### src/nor_flash_host_map.vh
// Purpose: Register offsets, field positions, reset values and bus timing counts of the NOR flash host.
// Assumes: 250 MHz clock, AXI4-Lite register port with 32-bit data.
// Notes:   Times are in ns as for the flash bus; the cycle counts are derived from them.
`ifndef NOR_FLASH_HOST_MAP_VH
`define NOR_FLASH_HOST_MAP_VH

`define CLK_PERIOD_NS 4
`define NS_TO_CYC(t) (((t) + `CLK_PERIOD_NS - 1) / `CLK_PERIOD_NS)

// ----------------------------------------
// Flash bus timing
// ----------------------------------------
`define T_SETUP_NS 10
`define T_READ_ACCESS_NS 90
`define T_WRITE_PULSE_NS 35
`define T_RECOVER_NS 20
`define SETUP_CYC `NS_TO_CYC(`T_SETUP_NS)
`define READ_CYC `NS_TO_CYC(`T_READ_ACCESS_NS)
`define WRITE_CYC `NS_TO_CYC(`T_WRITE_PULSE_NS)
`define RECOVER_CYC `NS_TO_CYC(`T_RECOVER_NS)

// ----------------------------------------
// Register offsets
// ----------------------------------------
`define REG_CTRL 8'h00
`define REG_ADDR 8'h04
`define REG_WDATA 8'h08
`define REG_RDATA 8'h0C
`define REG_STATUS 8'h10
`define REG_CONFIG 8'h14
`define REG_INT_STAT 8'h18
`define REG_INT_MASK 8'h1C

// ----------------------------------------
// Fields and codes
// ----------------------------------------
`define OP_READ 3'h0
`define OP_WRITE 3'h1
`define OP_POLL_COMPLEMENT 3'h2
`define OP_POLL_TOGGLE 3'h3
`define OP_WAIT_READY 3'h4
`define CFG_BYTE_MODE 0
`define CFG_GUARD_LOW 1
`define CFG_RESET_ASSERT 2
`define CFG_RESET 3'h0
`define INT_OP_DONE 0
`define INT_WAIT_DONE 1
`define RESP_OKAY 2'h0
`define RESP_SLVERR 2'h2

`endif

### src/nor_flash_host.v
// Purpose: Host controller that drives an asynchronous parallel NOR flash from AXI4-Lite registers.
// Assumes: Flash pins are sampled synchronously to aclk; the two-way data bus is resolved outside.
// Notes:   Software composes command sequences from single bus cycles and status waits.
//
// How it works
// - Chip select, write strobe and output drive are driven separately, all active low.
// - Each OP_WRITE order written to the control register in ST_IDLE becomes one flash write cycle with address and data.
// - Completion found by complement bit, toggle bit or ready/busy input polling.
// - Bypass programming is two write cycles, issued by software as two orders.
//
// The AXI4-Lite slave port and the register offsets were decided locally.
`timescale 1ns/1ps
`default_nettype none
`include "nor_flash_host_map.vh"

module nor_flash_host #(
   parameter ADDR_W = 22,
   parameter DATA_W = 16
) (
   input wire aclk,
   input wire aresetn,
   input wire [7:0] awaddr,
   input wire awvalid,
   output reg awready,
   input wire [31:0] wdata,
   input wire [3:0] wstrb,
   input wire wvalid,
   output reg wready,
   output reg [1:0] bresp,
   output reg bvalid,
   input wire bready,
   input wire [7:0] araddr,
   input wire arvalid,
   output reg arready,
   output reg [31:0] rdata,
   output reg [1:0] rresp,
   output reg rvalid,
   input wire rready,
   output reg irq,
   output reg [ADDR_W-1:0] flash_addr,
   output reg byte_addr_lsb,
   output reg [DATA_W-1:0] flash_dq_out,
   output reg flash_dq_oe,
   input wire [DATA_W-1:0] flash_dq_in,
   output reg chip_select_n,
   output reg write_strobe_n,
   output reg output_drive_n,
   output reg width_select_n,
   output reg flash_reset_n,
   output reg edge_sector_guard_boost,
   input wire ready_busy_out
);

   localparam [5:0] ST_IDLE = 6'h01;
   localparam [5:0] ST_SETUP = 6'h02;
   localparam [5:0] ST_STROBE = 6'h04;
   localparam [5:0] ST_RECOVER = 6'h08;
   localparam [5:0] ST_WAIT_RB = 6'h10;
   localparam [5:0] ST_SPARE = 6'h20;
   localparam integer SETUP_LEN = `SETUP_CYC;
   localparam integer READ_LEN = `READ_CYC;
   localparam integer WRITE_LEN = `WRITE_CYC;
   localparam integer RECOVER_LEN = `RECOVER_CYC;
   // The counts are cut to the 8-bit counter on purpose; every one of them stays far below 256.
   localparam [7:0] SETUP_CYC = SETUP_LEN[7:0];
   localparam [7:0] READ_CYC = READ_LEN[7:0];
   localparam [7:0] WRITE_CYC = WRITE_LEN[7:0];
   localparam [7:0] RECOVER_CYC = RECOVER_LEN[7:0];

   reg aw_got;
   reg w_got;
   reg [7:0] wr_addr;
   reg [31:0] wr_data;
   reg [3:0] wr_strb;
   reg [31:0] addr_reg;
   reg [31:0] wdata_reg;
   reg [DATA_W-1:0] rdata_reg;
   reg [2:0] config_reg;
   reg [1:0] int_stat;
   reg [1:0] int_mask;
   reg [2:0] op;
   reg [5:0] state;
   reg [7:0] cnt;
   reg prev_toggle;
   reg sample_prev6;
   reg [1:0] reads_seen;
   reg [1:0] int_set;
   reg [1:0] int_clr;
   reg [31:0] rd_mux;
   reg rd_ok;
   wire wr_fire;
   wire [31:0] wmask;
   wire go;
   wire [DATA_W-1:0] sample;

   assign wr_fire = aw_got & w_got & ~bvalid;
   assign wmask = {{8{wr_strb[3]}}, {8{wr_strb[2]}}, {8{wr_strb[1]}}, {8{wr_strb[0]}}};
   // Orders written while a cycle is running are dropped, never queued.
   assign go = wr_fire & (wr_addr == `REG_CTRL) & (state == ST_IDLE) & wr_strb[0];
   assign sample = flash_dq_in;

   // ----------------------------------------
   // AXI4-Lite write channel
   // ----------------------------------------
   always @(posedge aclk)
   begin
      if (!aresetn)
      begin
         awready <= 1'b0;
         wready <= 1'b0;
         bvalid <= 1'b0;
         bresp <= `RESP_OKAY;
         aw_got <= 1'b0;
         w_got <= 1'b0;
         wr_addr <= 8'h00;
         wr_data <= 32'h00000000;
         wr_strb <= 4'h0;
      end
      else
      begin
         awready <= awvalid & ~awready & ~aw_got & ~bvalid;
         wready <= wvalid & ~wready & ~w_got & ~bvalid;
         if (awvalid & awready)
         begin
            aw_got <= 1'b1;
            wr_addr <= {awaddr[7:2], 2'b00};
         end
         if (wvalid & wready)
         begin
            w_got <= 1'b1;
            wr_data <= wdata;
            wr_strb <= wstrb;
         end
         if (wr_fire)
         begin
            aw_got <= 1'b0;
            w_got <= 1'b0;
            bvalid <= 1'b1;
            bresp <= (wr_addr > `REG_INT_MASK || wr_addr == `REG_RDATA || wr_addr == `REG_STATUS)
                     ? `RESP_SLVERR : `RESP_OKAY;
         end
         else if (bvalid & bready)
            bvalid <= 1'b0;
      end
   end

   // ----------------------------------------
   // AXI4-Lite read channel
   // ----------------------------------------
   always @*
   begin
      rd_ok = 1'b1;
      case ({araddr[7:2], 2'b00})
         `REG_ADDR: rd_mux = addr_reg;
         `REG_WDATA: rd_mux = wdata_reg;
         `REG_RDATA: rd_mux = {{(32-DATA_W){1'b0}}, rdata_reg};
         `REG_STATUS: rd_mux = {28'h0000000, prev_toggle, ready_busy_out, 1'b0, state != ST_IDLE};
         `REG_CONFIG: rd_mux = {29'h00000000, config_reg};
         `REG_INT_STAT: rd_mux = {30'h00000000, int_stat};
         `REG_INT_MASK: rd_mux = {30'h00000000, int_mask};
         `REG_CTRL: rd_mux = {29'h00000000, op};
         default:
         begin
            rd_mux = 32'h00000000;
            rd_ok = 1'b0;
         end
      endcase
   end

   always @(posedge aclk)
   begin
      if (!aresetn)
      begin
         arready <= 1'b0;
         rvalid <= 1'b0;
         rdata <= 32'h00000000;
         rresp <= `RESP_OKAY;
      end
      else
      begin
         arready <= arvalid & ~arready & ~rvalid;
         if (arvalid & arready)
         begin
            rvalid <= 1'b1;
            rdata <= rd_mux;
            rresp <= rd_ok ? `RESP_OKAY : `RESP_SLVERR;
         end
         else if (rvalid & rready)
            rvalid <= 1'b0;
      end
   end

   // ----------------------------------------
   // Software registers and interrupt
   // ----------------------------------------
   always @*
   begin
      int_clr = 2'b00;
      if (arvalid & arready & ({araddr[7:2], 2'b00} == `REG_INT_STAT))
         int_clr = 2'b11;
   end

   always @(posedge aclk)
   begin
      if (!aresetn)
      begin
         addr_reg <= 32'h00000000;
         wdata_reg <= 32'h00000000;
         config_reg <= `CFG_RESET;
         int_mask <= 2'b00;
         int_stat <= 2'b00;
         irq <= 1'b0;
      end
      else
      begin
         if (wr_fire & (wr_addr == `REG_ADDR))
            addr_reg <= (addr_reg & ~wmask) | (wr_data & wmask);
         if (wr_fire & (wr_addr == `REG_WDATA))
            wdata_reg <= (wdata_reg & ~wmask) | (wr_data & wmask);
         if (wr_fire & (wr_addr == `REG_CONFIG) & wr_strb[0])
            config_reg <= wr_data[2:0];
         if (wr_fire & (wr_addr == `REG_INT_MASK) & wr_strb[0])
            int_mask <= wr_data[1:0];
         // A completion in the same cycle as the clearing read stays pending.
         int_stat <= (int_stat & ~int_clr) | int_set;
         irq <= |(((int_stat & ~int_clr) | int_set) & int_mask);
      end
   end

   // ----------------------------------------
   // Flash bus cycle engine
   // ----------------------------------------
   always @(posedge aclk)
   begin
      if (!aresetn)
      begin
         state <= ST_IDLE;
         op <= `OP_READ;
         cnt <= 8'h00;
         prev_toggle <= 1'b0;
         rdata_reg <= {DATA_W{1'b0}};
         int_set <= 2'b00;
         flash_addr <= {ADDR_W{1'b0}};
         byte_addr_lsb <= 1'b0;
         flash_dq_out <= {DATA_W{1'b0}};
         flash_dq_oe <= 1'b0;
         chip_select_n <= 1'b1;
         write_strobe_n <= 1'b1;
         output_drive_n <= 1'b1;
         width_select_n <= 1'b1;
         flash_reset_n <= 1'b0;
         edge_sector_guard_boost <= 1'b1;
      end
      else
      begin
         int_set <= 2'b00;
         width_select_n <= ~config_reg[`CFG_BYTE_MODE];
         flash_reset_n <= ~config_reg[`CFG_RESET_ASSERT];
         edge_sector_guard_boost <= ~config_reg[`CFG_GUARD_LOW];
         case (state)
            ST_IDLE:
            begin
               // Chip select idles high so the part can drop to standby.
               chip_select_n <= 1'b1;
               flash_dq_oe <= 1'b0;
               if (go)
               begin
                  op <= wr_data[2:0];
                  // In byte mode ADDR bit 0 is the byte select; the rest is the word address.
                  if (config_reg[`CFG_BYTE_MODE])
                  begin
                     flash_addr <= addr_reg[ADDR_W:1];
                     byte_addr_lsb <= addr_reg[0];
                  end
                  else
                  begin
                     flash_addr <= addr_reg[ADDR_W-1:0];
                     byte_addr_lsb <= 1'b0;
                  end
                  flash_dq_out <= wdata_reg[DATA_W-1:0];
                  if (wr_data[2:0] == `OP_WAIT_READY)
                     state <= ST_WAIT_RB;
                  else
                  begin
                     chip_select_n <= 1'b0;
                     flash_dq_oe <= (wr_data[2:0] == `OP_WRITE);
                     cnt <= SETUP_CYC;
                     state <= ST_SETUP;
                  end
               end
            end
            ST_SETUP:
            begin
               if (cnt > 8'h01)
                  cnt <= cnt - 8'h01;
               else if (op == `OP_WRITE)
               begin
                  write_strobe_n <= 1'b0;
                  cnt <= WRITE_CYC;
                  state <= ST_STROBE;
               end
               else
               begin
                  output_drive_n <= 1'b0;
                  cnt <= READ_CYC;
                  state <= ST_STROBE;
               end
            end
            ST_STROBE:
            begin
               if (cnt > 8'h01)
                  cnt <= cnt - 8'h01;
               else
               begin
                  write_strobe_n <= 1'b1;
                  output_drive_n <= 1'b1;
                  if (op != `OP_WRITE)
                  begin
                     rdata_reg <= sample;
                     prev_toggle <= sample[6];
                  end
                  cnt <= RECOVER_CYC;
                  state <= ST_RECOVER;
               end
            end
            ST_RECOVER:
            begin
               chip_select_n <= 1'b1;
               flash_dq_oe <= 1'b0;
               if (cnt > 8'h01)
                  cnt <= cnt - 8'h01;
               // Complement polling ends when bit 7 equals the data that was programmed.
               else if (op == `OP_POLL_COMPLEMENT && rdata_reg[7] != wdata_reg[7])
               begin
                  chip_select_n <= 1'b0;
                  cnt <= SETUP_CYC;
                  state <= ST_SETUP;
               end
               // Toggle polling needs two reads; it ends once bit 6 stops changing.
               else if (op == `OP_POLL_TOGGLE && (reads_seen != 2'b10 || prev_toggle != sample_prev6))
               begin
                  chip_select_n <= 1'b0;
                  cnt <= SETUP_CYC;
                  state <= ST_SETUP;
               end
               else
               begin
                  int_set[`INT_OP_DONE] <= (op == `OP_READ || op == `OP_WRITE);
                  int_set[`INT_WAIT_DONE] <= (op != `OP_READ && op != `OP_WRITE);
                  state <= ST_IDLE;
               end
            end
            ST_WAIT_RB:
            begin
               if (ready_busy_out)
               begin
                  int_set[`INT_WAIT_DONE] <= 1'b1;
                  state <= ST_IDLE;
               end
            end
            default:
               state <= ST_IDLE;
         endcase
      end
   end

   // ----------------------------------------
   // Previous toggle sample for the bit 6 comparison
   // ----------------------------------------

   always @(posedge aclk)
   begin
      if (!aresetn)
      begin
         sample_prev6 <= 1'b0;
         reads_seen <= 2'b00;
      end
      else if (state == ST_IDLE)
         reads_seen <= 2'b00;
      else if (state == ST_STROBE && cnt <= 8'h01 && op == `OP_POLL_TOGGLE)
      begin
         sample_prev6 <= prev_toggle;
         reads_seen <= (reads_seen == 2'b10) ? 2'b10 : reads_seen + 2'b01;
      end
   end

endmodule
`default_nettype wire

### config.mk
export PLATFORM = sky130hd
export DESIGN_NAME = nor_flash_host
export DESIGN_NICKNAME = d
export VERILOG_FILES = /design/src/nor_flash_host.v
export VERILOG_INCLUDE_DIRS = /design/src
export SDC_FILE = /design/constraint.sdc
export NUM_CORES = 1
export LEC_CHECK = 0
export ABC_CLOCK_PERIOD_IN_PS = 2600
export BUFFER_PORTS_ARGS = -buffer_cell sky130_fd_sc_hd__clkbuf_2
export CORE_UTILIZATION = 57
export DETAILED_ROUTE_END_ITERATION = 7
export GPL_TIMING_DRIVEN = 0
export PLACE_DENSITY = 0.86
export SYNTH_ARGS = -nofsm -noshare
export SYNTH_HDL_FRONTEND = slang
export SYNTH_SLANG_ARGS = --single-unit
### constraint.sdc
create_clock -name aclk -period 2.6 [get_ports aclk]
set_clock_uncertainty 0.15 [all_clocks]
set_input_delay 0.26 -clock aclk [delete_from_list [all_inputs] [get_ports aclk]]
set_output_delay 0.26 -clock aclk [all_outputs]
set_load 0.03 [all_outputs]
# After elaboration in Yosys (flattened, before gate mapping)
# Cells that the tools add are included.
[classes] addsub=2 n_lt_le_gt_ge=3 n_eq_ne=38 muxes=51 bitwise=49 reduce_logical=30
[op_table] cell="$pmux 32 s8" count=1
[op_table] cell="$and 32x32->32" count=3
[op_table] cell="$or 32x32->32" count=2
[op_table] cell="$mux 8" count=7
[op_table] cell="$eq 6x3->1 const B" count=8
[op_table] cell="$not 32->32" count=1
[op_table] cell="$pmux 8 s4" count=1
[op_table] cell="$eq 6x2->1 const B" count=5
[op_table] cell="$mux 6" count=5
[op_table] cell="$pmux 6 s5" count=1
[op_table] cell="$and 1x1->1" count=25
[op_table] cell="$mux 22" count=1
[op_table] cell="$mux 1" count=19
[op_table] cell="$eq 6x1->1 const B" count=3
[op_table] cell="$mux 2" count=9
[op_table] cell="$ne 2x2->1 const B" count=9
[op_table] cell="$not 1->1" count=14
[op_table] cell="$reduce_and 4->1" count=3
[op_table] cell="$mux 5" count=2
[op_table] cell="$pmux 1 s2" count=5
[op_table] cell="$gt 8x1->1 const B" count=1
[op_table] cell="$gt 8x5->1 const B" count=1
[op_table] cell="$le 8x1->1 const B" count=1
[op_table] cell="$logic_not 8->1" count=1
[op_table] cell="other kinds (28)" count=45
[totals] reg_bits=242 input_bits=76 word_cells=211

# Logic depth before layout (Yosys ltp)
# Gate-level depths: netlist (run 1).
[logic_depth] word_depth=8 ltp_mapped=10

# Worst setup path after synthesis (run 1)
# No wires, ideal clock.
[synth_timing] path_type="register to register" from="register cnt[0]" to="register cnt[5]" setup_time_ps=117 t_arrival_ps=2058 required_ps=2333 slack_ps=274 path_stages_with_launch=9 synth_period_minus_slack_ps=2326 path_cell_list="dfxtp_1 > inv_1 > ha_1 > or2_1 > and3_1 > buf_2 > a311oi_2 > o211ai_1 > a32o_1"
[synth_between] elab_chain_len=3
[synth_lines] element="start: declaration" line_no="nor_flash_host.v:83" text="reg [7:0] cnt;"
[synth_lines] element="start signal: assignment" line_no="nor_flash_host.v:295" text="cnt <= cnt - 8'h01;"
[synth_lines] element="start signal: assignment" line_no="nor_flash_host.v:312" text="cnt <= cnt - 8'h01;"
[synth_lines] element="start signal: assignment" line_no="nor_flash_host.v:331" text="cnt <= cnt - 8'h01;"
[synth_lines] element="$sub 8x1->8 / $gt 8x1->1 (equally long branches)"
[synth_lines] element="$mux 8, or another cell as far along" line_no="nor_flash_host.v:330" text="if (cnt > 8'h01)"
[synth_lines] element="$pmux 8 s4 / $reduce_and 4->1 (equally long branches)"
# Several ways; a longest one is shown, not always the timed one.
# A chain may end at the register's enable or synchronous reset.

==> results.toml, run 1 <==
[run_status]
outcome = "complete, no violations"

[critical_path]
crit_path_end_kind = "register"
r2r-start = "wr_addr[7]"
critPathArrivalTime_ps = 2750
crit_fanout = 8
worstPathRequired_ps = 2870
setup.worst_path.start = "wr_addr[7]"
cpPeakStageDelay_ps = 540
critical_path_class = "reg -> reg"
crit_chain = "or3_1 -> nor4_4 -> and2_1 -> clkbuf_1 -> nand2_1 -> a21boi_0"
startpoint_type = "register"
critPathSlowestCell = "nor4_4"

[floorplanning]
initial_core_util_pct = 58.85
pin_count = 164
die_w_um = 136.1
rows = 48
die_y_um = 136.1
core_area_sq_mm = 0.01742
die_area_sq_mm = 0.01852

[timing]
worstMarginPinSlew_ps = 921.6
fin_crit_ps = 2480
rsz0062_at_grt = "no"
timing.final.crit_share_pct = 95.40
slew_headroom_pct = 38.00
hold_viol = 0
max_freq_mhz = 403.2
setup_violations = 0
setup_slack_ps = 119.7
slew_violations = 0

[cts]
numClockSinks = 238
cts_tree = "built"
numCtsBuffers = 24
clkLatencyLatePin_ps = 520
root_buffer = "clkbuf_16"
clk_pin_slew_worst_paths_ps = 60
clk_path_buf_depth = 3
ctsHtreeMaxLevel = 1

[yosys]
synth_top_area_cell = "dfxtp_1"
yosysWarnings = 0
ys_ff_latch = 238
async_reset_ff_share_pct = 0
synth-main-ff-cell = "dfxtp_1"
avgSynthCellArea_sq_um = 8.679
yosysTopAreaCellShare_pct = 46.48
synth.area.top_cells = "dfxtp_1, nand2_1, a21boi_0"
synth_edf_count = 0
ys_types = 63
syn_inst = 1181
yosysSeqAreaShare_pct = 46.48
synth_area_sq_mm = 0.01025

[power]
p_sw_mw = 2.199
ir_drop_mv = 0.5744
internal_power_mw = 6.073
swShare_pct = 26.59
power_mw = 8.272
p_seq_share_pct = 45.8
cellLeakagePower_nw = 5.130
power_density_mw_per_mm2 = 645.4
pwr-share-comb_pct = 14.0
p_clk_share_pct = 40.2

[place]
port_buffers = 154
gp_congestion = 0.9203
dp_hpwl_mm = 21.46
place_ws_ps = -105.3

[global_routing]
antenna_found_initial = 0
grt_max_degree = 14
grt_pass1_vias = 9524
grt_pass1_wl_mm = 49.36
track_usage_pct = 34.20
globalRouteOverflowTotal = 0

[detailed_routing]
viasPerCell = 5.841
drc = 0
vias = 9784
drt_wl_total_mm = 31.73
initialDrtViolationCount = 819
detail-route-antenna-nets = 0
wl_per_cell_um = 18.95
drt_pass1_iterations = 7

[finish]
fill_cells = 1243
layout-drive-gt1-share_pct = 15.80
syn2layout_area_growth_pct = 25.04
final_common_cell = "nand2_1"
layout_common_cells = "nand2_1, dfxtp_1, clkbuf_2, a21boi_0, dlygate4sd3_1"
nets = 1514

[min_path]
hold_class = "in -> reg"
min-delay-start = "araddr[5]"

[run]
maxCapViolCount = 0
-- cell families after synthesis --
group	count (synthesis)	synth area share [%]
xor gates and xnor gates	7	0.5982
other	1	0.03659
muxes	53	5.188
adders and majority gates	4	0.4883
and+or+nand+nor	503	22.63
AOI/OAI and AO/OA	278	20.28
DFF	238	46.48
buffers and inverters	97	4.297
-- stage by stage --
step	cell area [sq um]	TNS [ps]	hold WS, ps	instances	utilization, %
2_1_floorplan	10250	0	215.8	1182	-
3_3_place_gp	11310	-297.4	272.2	1561	64.91
3_5_place_dp	11310	-228.5	275.6	1561	64.91
4_1_cts	12760	0	66.70	1672	73.29
5_1_grt	12810	0	115.2	1674	73.57
6_report	12820	0	107.8	1675	73.58
-- per-layer routing --
layer | up-vias | wire length, um | track usage (%)
met5 | - | 0 | 0
met4 | 0 | 1181 | 14.88
met3 | 102 | 2784 | 5.369
met1 | 4629 | 12660 | 42.92
met2 | 505 | 15110 | 57.84
li1 | 4548 | - | -
-- synth_stat cells, types with 2 or more instances --
library cell	n
nand4b_1	2
nor3_1	8
a21boi_0	130
a22o_1	2
a31oi_1	4
dfxtp_1	238
o211a_1	23
or3_1	3
and2_1	22
o21ai_0	12
nor4b_1	6
nor2b_1	28
nand3b_1	3
inv_1	10
ha_1	4
a22oi_1	13
nand2_1	318
nor4_1	4
or4_1	3
clkbuf_1	62
nand3_1	22
buf_1	3
o2bb2ai_1	3
nor4_2	3
buf_6	5
o21ai_1	2
buf_2	10
nand4_1	2
a21oi_1	28
o211ai_1	3
a21boi_1	8
a211oi_1	2
and3_1	7
a221oi_1	16
xor2_1	6
a21o_1	4
nor3b_1	19
nand2b_1	7
mux2i_1	52
a32o_1	2
nor2_1	37
buf_4	7
o21a_1	18
-- layout make-up --
type                       count  area [sq um]  area share [%]
antenna                        1         2.502         0.01953
sequential                   238          4767           37.20
clock inverter                 6         33.78          0.2636
multi-input combinational    847          5100           39.79
clock buffer                  35         703.2           5.487
buffer                        87         404.1           3.153
tap                          225         281.5           2.197
inverter                      10         37.54          0.2929
timing repair buffer         226          1486           11.60
-- power groups by stage --
stage | registers, mW | clock network, mW | logic [mW]
final | 3.79 | 3.32 | 1.16
after global routing | 3.80 | 3.46 | 1.25
after CTS | 3.78 | 3.30 | 1.08
after detailed placement | 3.86 | 0 | 0.973
after global placement | 3.86 | 0 | 0.958
after floorplan | 3.89 | 0 | 0.649
-- critical path: cells and delay by family (launching register included) --
family | cells | cell delay (ps)
simple gates | 4 | 1390
flops | 1 | 340
buf+inv | 1 | 280
compound gates | 1 | 220
-- path summary, 6_finish.rpt --
path                                                end  slack, ps  cells after the start
worst min register to register  edge_sector_guard_boost        300                      1
worst max register to register                 register        120                      6
worst min-delay path                           rdata[3]        110                      4
worst max-delay path                           register        120                      6
-- timing repair --
item / CTS / global route
endpoints found under the hold margin: 65 / 0
gates resized for setup: 3 / 10
endpoints found under the setup margin: 6 / 43
cloned: 0 / 0
pin swaps: 0 / 1
setup buffers: 0 / 2
hold buffers: 70 / 0
Note: power is estimated with default switching activity, not from simulation.
==> run 2: changes to the inputs <==
==> constraint.sdc (replaced) <==
create_clock -name aclk -period 2.6 [get_ports aclk]
set_clock_uncertainty 0.15 [all_clocks]
set_input_delay 0.13 -clock aclk [delete_from_list [all_inputs] [get_ports aclk]]
set_output_delay 0.13 -clock aclk [all_outputs]
set_load 0.03 [all_outputs]
==> run 2 against run 1 <==
Cell area grew 0.54%. Largest power group unchanged. Via count rose by 0.74%. Register-to-register slack better by 30 ps. Critical path depth stayed put. Setup slack improved by 30 ps. Non-clock buffer count up 6. Sequential power hardly changed. Core utilization is 0.40 points higher.
==> results.toml, run 2 (same netlist as run 1, synthesis figures left out) <==
[finish]
final_common_cell = "nand2_1"
fin_util_pct = 73.98
nets = 1520
final_cell_area_sq_mm = 0.01288
layout_common_cells = "nand2_1, dfxtp_1, clkbuf_2, a21boi_0, dlygate4sd3_1"
layout-drive-gt1-share_pct = 15.81
syn2layout_area_growth_pct = 25.71

[cts]
clkLatencyLatePin_ps = 520
clk_path_buf_depth = 3
ctsHtreeMaxLevel = 1
numCtsBuffers = 24
numClockSinks = 238
cts_tree = "built"
clk_pin_slew_worst_paths_ps = 60
root_buffer = "clkbuf_16"

[detailed_routing]
detail-route-antenna-nets = 0
drt_wl_total_mm = 31.94
initialDrtViolationCount = 809
vias = 9856
drc = 0
drt_pass1_iterations = 5
wl_per_cell_um = 18.99
viasPerCell = 5.860

[floorplanning]
die_w_um = 136.1
pin_count = 164
die_y_um = 136.1
initial_core_util_pct = 58.85
rows = 48
core_area_sq_mm = 0.01742
die_area_sq_mm = 0.01852

[place]
dp_hpwl_mm = 21.46
place_area_sq_mm = 0.01131
port_buffers = 154
gp_congestion = 0.9203

[power]
power_mw = 8.278
internal_power_mw = 6.078
p_seq_share_pct = 45.8
pwr-share-comb_pct = 14.1
ir_drop_mv = 0.5724
swShare_pct = 26.57
p_sw_mw = 2.199
cellLeakagePower_nw = 5.154
p_clk_share_pct = 40.1
power_density_mw_per_mm2 = 642.4

[critical_path]
cp_top_family = "simple AND/OR/NAND/NOR gates"
critPathSlowestCell = "nor4b_1"
setup.worst_path.start = "wr_addr[4]"
startpoint_type = "register"
critPathArrivalTime_ps = 2700
critical_path_class = "reg -> reg"
crit_path_end_kind = "register"
worstPathRequired_ps = 2850
critical_path_buf_inv_count = 1
crit_fanout = 9
cpPeakStageDelay_ps = 480
r2r-start = "wr_addr[4]"
crit_chain = "clkbuf_1 -> nor4b_1 -> nand3_1 -> o21ai_4 -> o211ai_1 -> a32o_1"

[run_status]
outcome = "complete, no violations"

[timing]
hold_viol = 0
slew_headroom_pct = 43.36
worstMarginPinSlew_ps = 849.5
max_freq_mhz = 408.0
slew_violations = 0
fin_crit_ps = 2451
setup_violations = 0
timing.final.crit_share_pct = 94.26
rsz0062_at_grt = "no"

[run]
maxCapViolCount = 0

[global_routing]
antenna_found_initial = 0
grt_max_degree = 14
globalRouteOverflowTotal = 0
track_usage_pct = 34.65
grt_pass1_vias = 9635
grt_pass1_wl_mm = 49.97

[min_path]
hold_class = "in -> reg"
min-delay-start = "araddr[4]"
==> run 2: cell count changes in the layout (fill, tap and decap cells not counted) <==
cell | previous run | this run
dlygate4sd3_1 | 70 | 76
diode_2 | 1 | 2
nor4_1 | 4 | 3
nor4_2 | 1 | 2
==> run 2: power by group through the flow <==
| stage | Clock [mW] | Combinational, mW | Sequential, mW |
|---|---|---|---|
| after floorplan | 0 | 0.649 | 3.89 |
| after global placement | 0 | 0.958 | 3.86 |
| after detailed placement | 0 | 0.973 | 3.86 |
| after CTS | 3.30 | 1.09 | 3.78 |
| after global routing | 3.47 | 1.26 | 3.80 |
| final | 3.32 | 1.17 | 3.79 |
==> run 2: worst paths after layout <==
path                        endpoint  depth (start not counted)  slack, ps
max reg2reg                   cnt[5]                          6        150
min reg2reg  edge_sector_guard_boost                          1        310
min                         rdata[2]                          4        140
max                           cnt[5]                          6        150
==> run 2: final cells by class <==
cell class | instances | area [sq um]
multi-input cells | 847 | 5106
flip-flops and latches | 238 | 4767
clock buffers | 35 | 703.2
plain buffers | 87 | 404.1
fillers | 1232 | 4532
repair buffers | 232 | 1546
inverters | 10 | 37.54
diodes | 2 | 5.005
clock inverters | 6 | 33.78
well taps | 225 | 281.5
==> run 2: routing by layer <==
metal	global-route usage, %	routed length [um]	vias up
li1	-	-	4565
met1	43.18	12830	4664
met2	58.40	15240	526
met3	5.257	2562	101
met4	16.60	1297	0
met5	0	0	-
==> run 2: what timing repair did <==
| item | 4_1_cts | 5_1_grt |
|---|---|---|
| buffers inserted | 0 | 2 |
| cloned | 0 | 0 |
| pin swaps | 0 | 1 |
| gates resized for setup | 3 | 11 |
| setup endpoints to repair | 6 | 45 |
| hold buffers | 76 | 0 |
| hold endpoints to repair | 69 | 0 |
==> run 2: tightest hold or removal path, cell delays in order <==
cell and delay [ps]:
clkbuf_1 190, o21ai_0 200, a21o_1 150, a21boi_0 80
==> run 2: through the flow <==
stage	hold slack (ps)	TNS, ps	setup WS (ps)	instances
after detailed placement	223.1	-228.5	-105.3	1561
final	139.0	0	149.3	1682
after global placement	219.1	-297.4	-134.1	1561
after floorplan	119.2	0	274.2	1182
after global routing	191.1	0	48.66	1680
after CTS	117.6	0	13.34	1678
==> run 3: changes to the inputs <==
BUFFER_PORTS_ARGS = -buffer_cell sky130_fd_sc_hd__buf_2   (was -buffer_cell sky130_fd_sc_hd__clkbuf_2)
CAP_MARGIN = 20   (was not set)
SETUP_SLACK_MARGIN = 0.15   (was not set)
==> run 3 against run 2 <==
Via count is essentially flat. Final cell count is the same. Register-to-register slack gained 90 ps. Critical path type unchanged.
==> results.toml, run 3 (same netlist as run 1, synthesis figures left out) <==
[detailed_routing]
drt_pass1_iterations = 6
drt_wl_total_mm = 32.21
initialDrtViolationCount = 906
vias = 9858
viasPerCell = 5.861
drc = 0
detail-route-antenna-nets = 0
wl_per_cell_um = 19.15

[timing]
slew_headroom_pct = 43.16
timing.final.crit_share_pct = 90.99
whs_ps = 160.1
slew_violations = 0
fin_crit_ps = 2366
hold_viol = 0
rsz0062_at_grt = "no"
worstMarginPinSlew_ps = 852.6
setup_violations = 0
max_freq_mhz = 422.7

[cts]
clkLatencyLatePin_ps = 530
ctsHtreeMaxLevel = 1
root_buffer = "clkbuf_16"
clk_path_buf_depth = 3
clk_pin_slew_worst_paths_ps = 60
numCtsBuffers = 24
numClockSinks = 238
cts_tree = "built"

[power]
ir_drop_mv = 0.5734
cellLeakagePower_nw = 5.252
internal_power_mw = 6.264
p_clk_share_pct = 41.0
power_density_mw_per_mm2 = 654.2
pwr-share-comb_pct = 14.3
p_sw_mw = 2.220
power_mw = 8.484
swShare_pct = 26.16
p_seq_share_pct = 44.7

[floorplanning]
pin_count = 164
rows = 48
core_area_sq_mm = 0.01742
die_area_sq_mm = 0.01852
initial_core_util_pct = 58.85
die_w_um = 136.1
die_y_um = 136.1

[run]
maxCapViolCount = 0

[global_routing]
globalRouteOverflowTotal = 0
grt_max_degree = 14
grt_pass1_vias = 9551
antenna_found_initial = 1
grt_pass1_wl_mm = 49.57
track_usage_pct = 34.55

[place]
dp_hpwl_mm = 21.11
gp_congestion = 0.9409
place_area_sq_mm = 0.01131
port_buffers = 154

[finish]
fin_util_pct = 74.45
layout_common_cells = "nand2_1, dfxtp_1, buf_2, a21boi_0, dlygate4sd3_1"
final_common_cell = "nand2_1"
fill_cells = 1172
final_cell_area_sq_mm = 0.01297
layout-drive-gt1-share_pct = 16.00
nets = 1521
syn2layout_area_growth_pct = 26.51

[critical_path]
critical_path_class = "reg -> reg"
startpoint_type = "register"
crit_fanout = 8
crit_path_end_kind = "register"
worstPathRequired_ps = 2850
setup.worst_path.start = "cnt[1]"
critPathArrivalTime_ps = 2620
r2r-start = "cnt[1]"

[min_path]
min-delay-start = "aresetn"
hold_class = "in -> reg"

[run_status]
outcome = "complete, no violations"
-- run 3: cell types whose count changed in the layout (fill, tap and decap cells not counted), sizes merged --
cell and change:
buf +155, diode -1, clkbuf -155, clkinv -1, bufinv +2
-- run 3: cell type report --
type	count	area (sq um)	area share [%]
timing repair buffer	233	1554	11.98
buffer	87	405.4	3.126
multi-input combinational	847	5140	39.64
clock inverter	7	85.08	0.6561
clock buffer	34	689.4	5.316
antenna	1	2.502	0.01930
tap	225	281.5	2.171
inverter	10	37.54	0.2895
sequential	238	4772	36.80
-- run 3: power groups by stage --
| stage | sequential [mW] | clock, mW | combinational (mW) |
|---|---|---|---|
| floorplan | 3.89 | 0 | 0.649 |
| finish | 3.79 | 3.48 | 1.21 |
| CTS | 3.79 | 3.45 | 1.12 |
| detailed placement | 3.86 | 0 | 0.976 |
| global route | 3.80 | 3.62 | 1.29 |
| global placement | 3.86 | 0 | 0.962 |
-- run 3: worst max-delay path, stage by stage (launching register included) --
cell and delay [ps]:
dfxtp_4 370, inv_1 90, ha_4 190, or2_4 280
and3_1 180, buf_2 170, a311oi_4 380, o211ai_1 150
a32o_1 280
-- run 3: final timing paths --
path	end	slack [ps]	cells after the start
hold / removal	op[1]	160	3
setup reg to reg	cnt[5]	230	8
hold reg to reg	arready	300	1
setup / recovery	cnt[5]	230	8
-- run 3: stage by stage --
| stage | setup WS, ps | TNS [ps] | std cells |
|---|---|---|---|
| 5_1_grt | 120.0 | 0 | 1682 |
| 4_1_cts | 70.49 | 0 | 1679 |
| 2_1_floorplan | 274.2 | 0 | 1182 |
| 3_3_place_gp | -119.3 | -310.7 | 1561 |
| 6_report | 234.3 | 0 | 1682 |
| 3_5_place_dp | -94.50 | -162.7 | 1561 |
-- run 3: metal layers --
| layer | part of all wire [%] | wire length (um) | global-route usage, % |
|---|---|---|---|
| met1 | 39 | 12640 | 43.75 |
| met2 | 48 | 15450 | 58.86 |
| met3 | 9.1 | 2924 | 4.922 |
| met4 | 3.7 | 1205 | 13.95 |
| met5 | 0 | 0 | 0 |
-- run 3: repair_timing --
item / CTS / global route
pin swaps: 1 / 4
setup endpoints to repair: 39 / 88
hold buffers: 76 / 0
setup buffers: 1 / 2
endpoints found under the hold margin: 70 / 0
resized for setup: 9 / 12
